$ cat config.mk
export PLATFORM = sky130hd
export DESIGN_NAME = spm_port
export DESIGN_NICKNAME = d
export VERILOG_FILES = /design/src/design/spm_pkg.sv /design/src/design/spm_rate_div.sv /design/src/design/spm_port.sv
export SDC_FILE = /design/constraint.sdc
export NUM_CORES = 1
export LEC_CHECK = 0
export BUFFER_PORTS_ARGS = -buffer_cell sky130_fd_sc_hd__buf_2
export CAP_MARGIN = 10
export CORE_MARGIN = 2
export CORE_UTILIZATION = 55
export CTS_CLUSTER_SIZE = 8
export DETAILED_ROUTE_END_ITERATION = 6
export HOLD_SLACK_MARGIN = 0.05
export PLACE_DENSITY = 0.78
export SYNTH_ARGS = -nofsm -noshare
export SYNTH_HDL_FRONTEND = slang
export SYNTH_HIERARCHICAL = 1
export SYNTH_SLANG_ARGS = --single-unit
$ cat constraint.sdc
create_clock -name clk_sys -period 2.6 [get_ports clk_sys]
set_input_delay 0.52 -clock clk_sys [delete_from_list [all_inputs] [get_ports clk_sys]]
set_output_delay 0.52 -clock clk_sys [all_outputs]
set_load 0.005 [all_outputs]
$ cat src/design/spm_pkg.sv
package spm_pkg;
	// Data width of the port
	localparam int SPM_DW = 8;
	// Register addresses on the special-function bus
	localparam logic [7:0] SPM_ADDR_CTRL = 8'hbc;
	localparam logic [7:0] SPM_ADDR_STAT = 8'hbd;
	localparam logic [7:0] SPM_ADDR_DATA = 8'hbe;
	// Control register field positions
	localparam int SPM_C_ON = 7;
	localparam int SPM_C_MST = 6;
	localparam int SPM_C_CLOCK_IDLE_LEVEL = 5;
	localparam int SPM_C_CLOCK_PHASE = 4;
	localparam int SPM_C_SSIGN = 3;
	localparam int SPM_C_ORDER = 2;
	localparam int SPM_C_RATE_HI = 1;
	localparam int SPM_C_RATE_LO = 0;
	// Status register field positions
	localparam int SPM_S_DONE = 7;
	localparam int SPM_S_CLASH = 6;
	localparam int SPM_S_FAULT = 5;
	localparam int SPM_S_OVF = 4;
	localparam int SPM_S_FULL = 3;
	localparam int SPM_S_BUSY = 2;
	// Reset values
	localparam logic [7:0] SPM_CTRL_RST = 8'h00;
	localparam logic [7:0] SPM_DATA_RST = 8'h00;
	// Sixteen SCK edges make one byte; index of the last edge
	localparam logic [4:0] SPM_EDGE_LAST = 5'h0f;
	// Width of the master clock-rate divider counter
	localparam int SPM_DIV_W = 3;

	typedef enum logic {
		SPM_IDLE = 1'b0,
		SPM_RUN = 1'b1
	} spm_state_t;

	typedef struct packed {
		logic sck;
		logic mosi;
		logic miso;
		logic ss_n;
	} spm_pin_in_t;

	typedef struct packed {
		logic sck;
		logic sck_oe;
		logic mosi;
		logic mosi_oe;
		logic miso;
		logic miso_oe;
	} spm_pin_out_t;
endpackage

$ cat src/design/spm_rate_div.sv
`timescale 1ns/100ps
module spm_rate_div import spm_pkg::*; #(
	parameter int CW = SPM_DIV_W
) (
	input logic clk_sys,
	input logic nrst,
	input logic run,
	input logic [1:0] rate,
	output logic tick
);
	logic [CW-1:0] cnt_reg;
	logic [CW-1:0] cnt_next;
	logic [CW-1:0] lim;

	// Half SCK period is 1, 2, 4 or 8 system cycles
	always_comb begin
		lim = CW'((4'd1 << rate) - 4'd1);
		tick = run && (cnt_reg == lim);
		if (!run || tick) begin
			cnt_next = '0;
		end else begin
			cnt_next = cnt_reg + CW'(1);
		end
	end

	always_ff @(posedge clk_sys) begin
		if (!nrst) begin
			cnt_reg <= '0;
		end else begin
			cnt_reg <= cnt_next;
		end
	end
endmodule

$ cat src/design/spm_port.sv
`timescale 1ns/100ps
// Notes on behaviour
// - master_select 1 master, 0 slave
// - port works only while port_on set
// - master SCK is sysclk divided 2/4/8/16
// - slave ignores clock_rate, uses external SCK
// - master data write when idle starts shifting
// - master busy from write to eighth period
// - master end: done, buffer copy, full set
// - slave starts on SS low or enable
// - slave copies only if buffer empty or read in the same cycle, else overrun
// - slave busy follows SS or port_on
// - SCK idles at clock_idle_level
// - clock_phase picks sample and shift edges
// - bit_order picks MSB or LSB first
// - ignore bit drops SS; deselected slave idles
// - master SS low: fault, clear on/master
// - busy write sets clash, shift untouched
// - done flag cleared by vector or zero
// - full/overrun cleared by zero or data read
// - data read returns receive buffer
// - both ends share polarity and phase
// - pin directions follow master or slave
module spm_port import spm_pkg::*; (
	input logic clk_sys,
	input logic nrst,
	input logic [7:0] sfr_addr,
	input logic sfr_wr,
	input logic sfr_rd,
	input logic [7:0] sfr_wdata,
	output logic [7:0] sfr_rdata,
	input logic int_en,
	input logic int_ack,
	input spm_pin_in_t pins_i,
	output spm_pin_out_t pins_o,
	output logic irq
);
	logic [7:0] ctrl_reg, ctrl_next;
	logic [7:0] sh_reg, sh_next;
	logic [7:0] rbuf_reg, rbuf_next;
	logic [7:0] rdata_reg, rdata_next;
	logic [4:0] cnt_reg, cnt_next;
	spm_state_t st_reg, st_next;
	logic sck_reg, sck_next;
	logic dout_reg, dout_next;
	logic sck_prev_reg;
	logic tdone_reg, tdone_next;
	logic clash_reg, clash_next;
	logic fault_reg, fault_next;
	logic ovf_reg, ovf_next;
	logic full_reg, full_next;
	logic irq_reg, irq_next;
	spm_pin_out_t pins_reg, pins_next;
	logic wr_ctrl, wr_stat, wr_data, rd_data;
	logic on, mst, clock_idle_level, clock_phase, ssign, bit_order;
	logic busy, slv_sel, fault_cond, tick, byte_done, edge_hit, lead, sample, din;

	// First bit to present on the data pin
	function automatic logic first_bit(input logic [7:0] d, input logic lsb);
		return lsb ? d[0] : d[7];
	endfunction

	// Shift one received bit into the byte
	function automatic logic [7:0] shift_in(input logic [7:0] d, input logic b, input logic lsb);
		return lsb ? {b, d[7:1]} : {d[6:0], b};
	endfunction

	// Register decode and control fields
	assign wr_ctrl = sfr_wr && (sfr_addr == SPM_ADDR_CTRL);
	assign wr_stat = sfr_wr && (sfr_addr == SPM_ADDR_STAT);
	assign wr_data = sfr_wr && (sfr_addr == SPM_ADDR_DATA);
	assign rd_data = sfr_rd && (sfr_addr == SPM_ADDR_DATA);
	assign on = ctrl_reg[SPM_C_ON];
	assign mst = ctrl_reg[SPM_C_MST];
	assign clock_idle_level = ctrl_reg[SPM_C_CLOCK_IDLE_LEVEL];
	assign clock_phase = ctrl_reg[SPM_C_CLOCK_PHASE];
	assign ssign = ctrl_reg[SPM_C_SSIGN];
	assign bit_order = ctrl_reg[SPM_C_ORDER];

	// Selection, busy and fault conditions
	assign slv_sel = on && !mst && (ssign || !pins_i.ss_n);
	assign busy = mst ? (st_reg == SPM_RUN) : slv_sel;
	assign fault_cond = on && mst && !ssign && !pins_i.ss_n;

	// Master clock divider, only running during a master byte
	spm_rate_div #(.CW(SPM_DIV_W)) spm_rate_div_i (
		.clk_sys(clk_sys),
		.nrst(nrst),
		.run(st_reg == SPM_RUN),
		.rate(ctrl_reg[SPM_C_RATE_HI:SPM_C_RATE_LO]),
		.tick(tick)
	);

	// Edge classification shared by master and slave
	always_comb begin
		if (mst) begin
			edge_hit = tick;
			lead = !cnt_reg[0];
			din = pins_i.miso;
		end else begin
			edge_hit = slv_sel && (pins_i.sck != sck_prev_reg);
			lead = (pins_i.sck != clock_idle_level);
			din = pins_i.mosi;
		end
		sample = lead ^ clock_phase;
	end

	// Next-state logic for registers, flags and the shift engine
	always_comb begin
		ctrl_next = ctrl_reg;
		sh_next = sh_reg;
		rbuf_next = rbuf_reg;
		cnt_next = cnt_reg;
		st_next = st_reg;
		sck_next = sck_reg;
		dout_next = dout_reg;
		tdone_next = tdone_reg;
		clash_next = clash_reg;
		fault_next = fault_reg;
		ovf_next = ovf_reg;
		full_next = full_reg;
		byte_done = 1'b0;
		// Software writes and clears
		if (wr_ctrl) begin
			ctrl_next = sfr_wdata;
		end
		if (wr_stat) begin
			tdone_next = tdone_reg && sfr_wdata[SPM_S_DONE];
			clash_next = clash_reg && sfr_wdata[SPM_S_CLASH];
			fault_next = fault_reg && sfr_wdata[SPM_S_FAULT];
			ovf_next = ovf_reg && sfr_wdata[SPM_S_OVF];
			full_next = full_reg && sfr_wdata[SPM_S_FULL];
		end
		if (rd_data) begin
			full_next = 1'b0;
			ovf_next = 1'b0;
		end
		if (int_ack) begin
			tdone_next = 1'b0;
		end
		// Shift engine
		if (!on) begin
			st_next = SPM_IDLE;
			cnt_next = 5'h00;
			sck_next = clock_idle_level;
		end else if (mst) begin
			if (st_reg == SPM_IDLE) begin
				sck_next = clock_idle_level;
				if (wr_data) begin
					sh_next = sfr_wdata;
					dout_next = first_bit(sfr_wdata, bit_order);
					st_next = SPM_RUN;
					cnt_next = 5'h00;
				end
			end else if (edge_hit) begin
				sck_next = !sck_reg;
				cnt_next = cnt_reg + 5'h01;
				if (sample) begin
					sh_next = shift_in(sh_reg, din, bit_order);
				end else begin
					dout_next = first_bit(sh_reg, bit_order);
				end
				if (cnt_reg == SPM_EDGE_LAST) begin
					st_next = SPM_IDLE;
					cnt_next = 5'h00;
					byte_done = 1'b1;
				end
			end
		end else begin
			if (!slv_sel) begin
				cnt_next = 5'h00;
				dout_next = first_bit(sh_reg, bit_order);
			end else if (edge_hit) begin
				cnt_next = cnt_reg + 5'h01;
				if (sample) begin
					sh_next = shift_in(sh_reg, din, bit_order);
				end else begin
					dout_next = first_bit(sh_reg, bit_order);
				end
				if (cnt_reg == SPM_EDGE_LAST) begin
					cnt_next = 5'h00;
					byte_done = 1'b1;
				end
			end
			if (wr_data && !busy) begin
				sh_next = sfr_wdata;
				dout_next = first_bit(sfr_wdata, bit_order);
			end
		end
		// Hardware sets win over software clears
		if (wr_data) begin
			clash_next = busy;
		end
		if (byte_done) begin
			tdone_next = 1'b1;
			full_next = 1'b1;
			if (full_reg && !rd_data) begin
				ovf_next = 1'b1;
			end
			if (mst || !full_reg || rd_data) begin
				rbuf_next = sh_next;
			end
		end
		if (fault_cond) begin
			fault_next = 1'b1;
			ctrl_next[SPM_C_ON] = 1'b0;
			ctrl_next[SPM_C_MST] = 1'b0;
			st_next = SPM_IDLE;
			cnt_next = 5'h00;
		end
	end

	// Registered outputs: pins, read data and interrupt
	always_comb begin
		pins_next.sck = sck_next;
		pins_next.sck_oe = ctrl_next[SPM_C_ON] && ctrl_next[SPM_C_MST];
		pins_next.mosi = dout_next;
		pins_next.mosi_oe = ctrl_next[SPM_C_ON] && ctrl_next[SPM_C_MST];
		pins_next.miso = dout_next;
		pins_next.miso_oe = ctrl_next[SPM_C_ON] && !ctrl_next[SPM_C_MST]
			&& (ctrl_next[SPM_C_SSIGN] || !pins_i.ss_n);
		irq_next = int_en && (tdone_next || clash_next || fault_next);
		unique case (sfr_addr)
			SPM_ADDR_CTRL: rdata_next = ctrl_reg;
			SPM_ADDR_STAT: rdata_next = {tdone_reg, clash_reg, fault_reg, ovf_reg,
				full_reg, busy, 2'b00};
			SPM_ADDR_DATA: rdata_next = rbuf_reg;
			default: rdata_next = 8'h00;
		endcase
	end

	always_ff @(posedge clk_sys) begin
		if (!nrst) begin
			ctrl_reg <= SPM_CTRL_RST;
			sh_reg <= SPM_DATA_RST;
			rbuf_reg <= SPM_DATA_RST;
			rdata_reg <= 8'h00;
			cnt_reg <= 5'h00;
			st_reg <= SPM_IDLE;
			sck_reg <= 1'b0;
			dout_reg <= 1'b0;
			sck_prev_reg <= 1'b0;
			tdone_reg <= 1'b0;
			clash_reg <= 1'b0;
			fault_reg <= 1'b0;
			ovf_reg <= 1'b0;
			full_reg <= 1'b0;
			irq_reg <= 1'b0;
			pins_reg <= '0;
		end else begin
			ctrl_reg <= ctrl_next;
			sh_reg <= sh_next;
			rbuf_reg <= rbuf_next;
			rdata_reg <= rdata_next;
			cnt_reg <= cnt_next;
			st_reg <= st_next;
			sck_reg <= sck_next;
			dout_reg <= dout_next;
			sck_prev_reg <= pins_i.sck;
			tdone_reg <= tdone_next;
			clash_reg <= clash_next;
			fault_reg <= fault_next;
			ovf_reg <= ovf_next;
			full_reg <= full_next;
			irq_reg <= irq_next;
			pins_reg <= pins_next;
		end
	end

	assign sfr_rdata = rdata_reg;
	assign pins_o = pins_reg;
	assign irq = irq_reg;
endmodule

==> metrics.csv <==
metric,value,unit
Leak Pwr,1.12,nW
Sink Count,52,
maxcap violations,0,
Cells after DPL,382,
Fin. Hold Viols,0,
fraction of layout cells with a size suffix above 1,0.205,
Mapped Nets,327,
Synth cell types,57,
gp weighted congestion,0.957,
std cell rows,25,
Worst Tran Pin Value,0.681,ns
area delta synth->final,12.4,%
CP Launch Point,ctrl_reg[0]$_SDFFE_PN0P_,
Max Root-Sink Buffers,2,
I/O pin count,41,
PwrDens,453,mW/mm²
register-to-register setup slack,0.18,ns
number of global-route vias before repair,2285,
DRT antenna net count,0,
ANT cells,0,
ys flop type,dfxtp_1,
Reg-to-Reg End,sh_reg[1]$_SDFF_PN0_,
hpwl dp,4.99,mm
H-tree levels,2,
synthesized cell area,0.00266,mm²
Setup TNS Final,0,ns
Worst-path clk slew,0.09,ns
Worst Setup End Kind,register,
unrepaired setup endpoints after global routing,no,
"Max FO, Critical Path",8,
final core occ,0.638,
pre-CTS setup slack,0.241,ns
WL/cell,16.9,µm
Hold Path Class,input pin to register,
core box area,0.00469,mm²
fin. max-slew vios,0,
register area share after synthesis,0.391,
crit share post-route,0.929,
die area,0.00542,mm²
Post-Syn Instances,299,
Max IR drop VDD,0.313,mV
Worst EP arrival,2.59,ns
Die Wd,73.6,µm
fin nets,363,
fmax,414,MHz
Post-Route Skew,0.00429,ns
CTS Root Cell,clkbuf_8,
final std cells w/o fill,390,
Tmin final,2.42,ns
Num CTS Buffers,5,
grt ovf,0,
Slew HR,0.545,
Reg2Reg Launch Point,ctrl_reg[0]$_SDFFE_PN0P_,
hold buffer count at CTS,0,
Crit path required time,2.78,ns
drt drc,0,
GRT Util Overall,0.257,
vias per cell,6.31,
Die H,73.6,µm
CTS tree,yes,
DRT Pass-1 Iters,4,
Vias,2460,
final WL,6.60,mm
critical path class,register to register,
highest cell delay on the worst timing path,0.54,ns
Skew-Pair Late Insertion Delay,0.31,ns
reg2reg path depth,8,
First DRT Iteration DRCs,309,
Post-synth ARST share,0,
largest net degree at the start of global routing,22,
CP max-delay cell,or4_1,
first-pass GRT wire length,10.7,mm
Worst Setup EP,sh_reg[1]$_SDFF_PN0_,
status,finished clean,
Initial Util,0.568,
Avg Inst Size Synth,8.91,µm²
fin worst setup slack,0.184,ns
# Post-CTS Setup Buffers,0,
critical path startpoint category,register,
initial antenna violation count,0,
Synthesis Warnings,6,
final setup vio count,0,
post_cts resized,0,
Post-synth EDFFs,0,
"flops & latches, synth",52,
fill count,421,
port buffer count,40,
CP Cell Sequence,or4_1 -> mux2i_2 -> o21a_1 -> a32oi_1 -> a21oi_2 -> buf_4 -> mux2i_1 -> o22ai_1,
==> cells in the mapped netlist (4+ instances only) <==
cell	number	area share
dfxtp_1	52	0.39
a21oi_1	30	0.056
mux2i_1	30	0.11
nor2_1	30	0.042
nand2_1	13	0.018
o21ai_0	12	0.023
a22oi_1	9	0.025
clkbuf_1	9	0.013
nand2b_1	7	0.016
nor2b_1	7	0.016
nor3_1	7	0.013
o22ai_1	7	0.016
inv_1	6	0.0085
buf_2	4	0.0075
buf_4	4	0.011
nand3b_1	4	0.011
or4_1	4	0.011
==> report_power, final <==
part           switching [mW]  leakage (nW)  internal (mW)
registers            0.000716         0.419          0.797
logic                  0.0474         0.652         0.0268
clock network           0.267        0.0445          0.217
total                   0.315          1.12           1.04
==> worst max-delay path: cells and delay by family (launching register included) <==
family	cells	cell delay, ns
AO/OA/AOI/OAI	4	0.58
buffers and inverters	1	0.20
flip-flops	1	0.37
multiplexers	2	0.58
AND/OR/NAND/NOR	1	0.54
==> final cells by class <==
cell class,instances,area (µm²),area share
inverters,6,22.5,0.00752
flip-flops and latches,52,1040,0.348
multi-input cells,220,1490,0.499
clock buffers,7,86.3,0.0288
clock inverters,1,7.51,0.00251
repair buffers,50,275,0.0919
well taps,54,67.6,0.0226
==> per-layer routing <==
metal | global-route usage | part of all wire | vias up
met5 | 0 | 0 | -
met3 | 0.0590 | 0.070 | 8
li1 | - | - | 1183
met4 | 0.0747 | 0.012 | 0
met2 | 0.418 | 0.48 | 86
met1 | 0.341 | 0.44 | 1183
==> metrics by stage <==
step           total power [mW]  hold WS, ns  instance area [µm²]
6_report                   1.36        0.427                 2990
5_1_grt                    1.39        0.444                 2990
4_1_cts                    1.36        0.420                 2990
3_5_place_dp              0.888        0.476                 2900
3_3_place_gp              0.887        0.465                 2900
2_1_floorplan             0.851        0.442                 2660
==> how the worst min path moves through the flow <==
stage,from,to,slack (ns),cells after the start
floorplan,full_reg$_SDFFE_PN0P_,ovf_reg$_SDFF_PN0_,0.44,2
global placement,cnt_reg[4]$_SDFFE_PP0N_,cnt_reg[4]$_SDFFE_PP0N_,0.47,1
detailed placement,cnt_reg[4]$_SDFFE_PP0N_,cnt_reg[4]$_SDFFE_PP0N_,0.48,1
CTS,int_en,irq$_SDFF_PN0_,0.42,3
global route,int_en,irq$_SDFF_PN0_,0.44,3
finish,int_en,irq$_SDFF_PN0_,0.43,3
==> cell usage in the layout (no fill, tap or decap), drive strengths merged, types with 3 or more instances in the layout <==
| master | instances |
|---|---|
| nor2 | 30 |
| a31oi | 3 |
| dfxtp | 52 |
| a22oi | 9 |
| and2 | 3 |
| mux2i | 32 |
| nand2b | 7 |
| nand4 | 4 |
| mux2 | 3 |
| nand2 | 13 |
| o22ai | 7 |
| clkbuf | 7 |
| o211ai | 3 |
| nor2b | 7 |
| nor4 | 4 |
| nand3 | 3 |
| nand3b | 4 |
| a21oi | 31 |
| o21ai | 13 |
| buf | 50 |
| nor3 | 7 |
| or4 | 4 |
| inv | 6 |
==> logic make-up (layout without fill, tap and decap cells) <==
logic type                 after synthesis  after routing  synth area share
buffers and inverters                   27             64            0.0484
adders and majority gates                2              2           0.00939
muxes                                   35             35             0.139
xor gates and xnor gates                 3              3           0.00987
and+or+nand+nor                         99             99             0.208
AOI/OAI and AO/OA                       81             81             0.195
DFF                                     52             52             0.391
No activity file was read; power rests on OpenSTA's default activity.
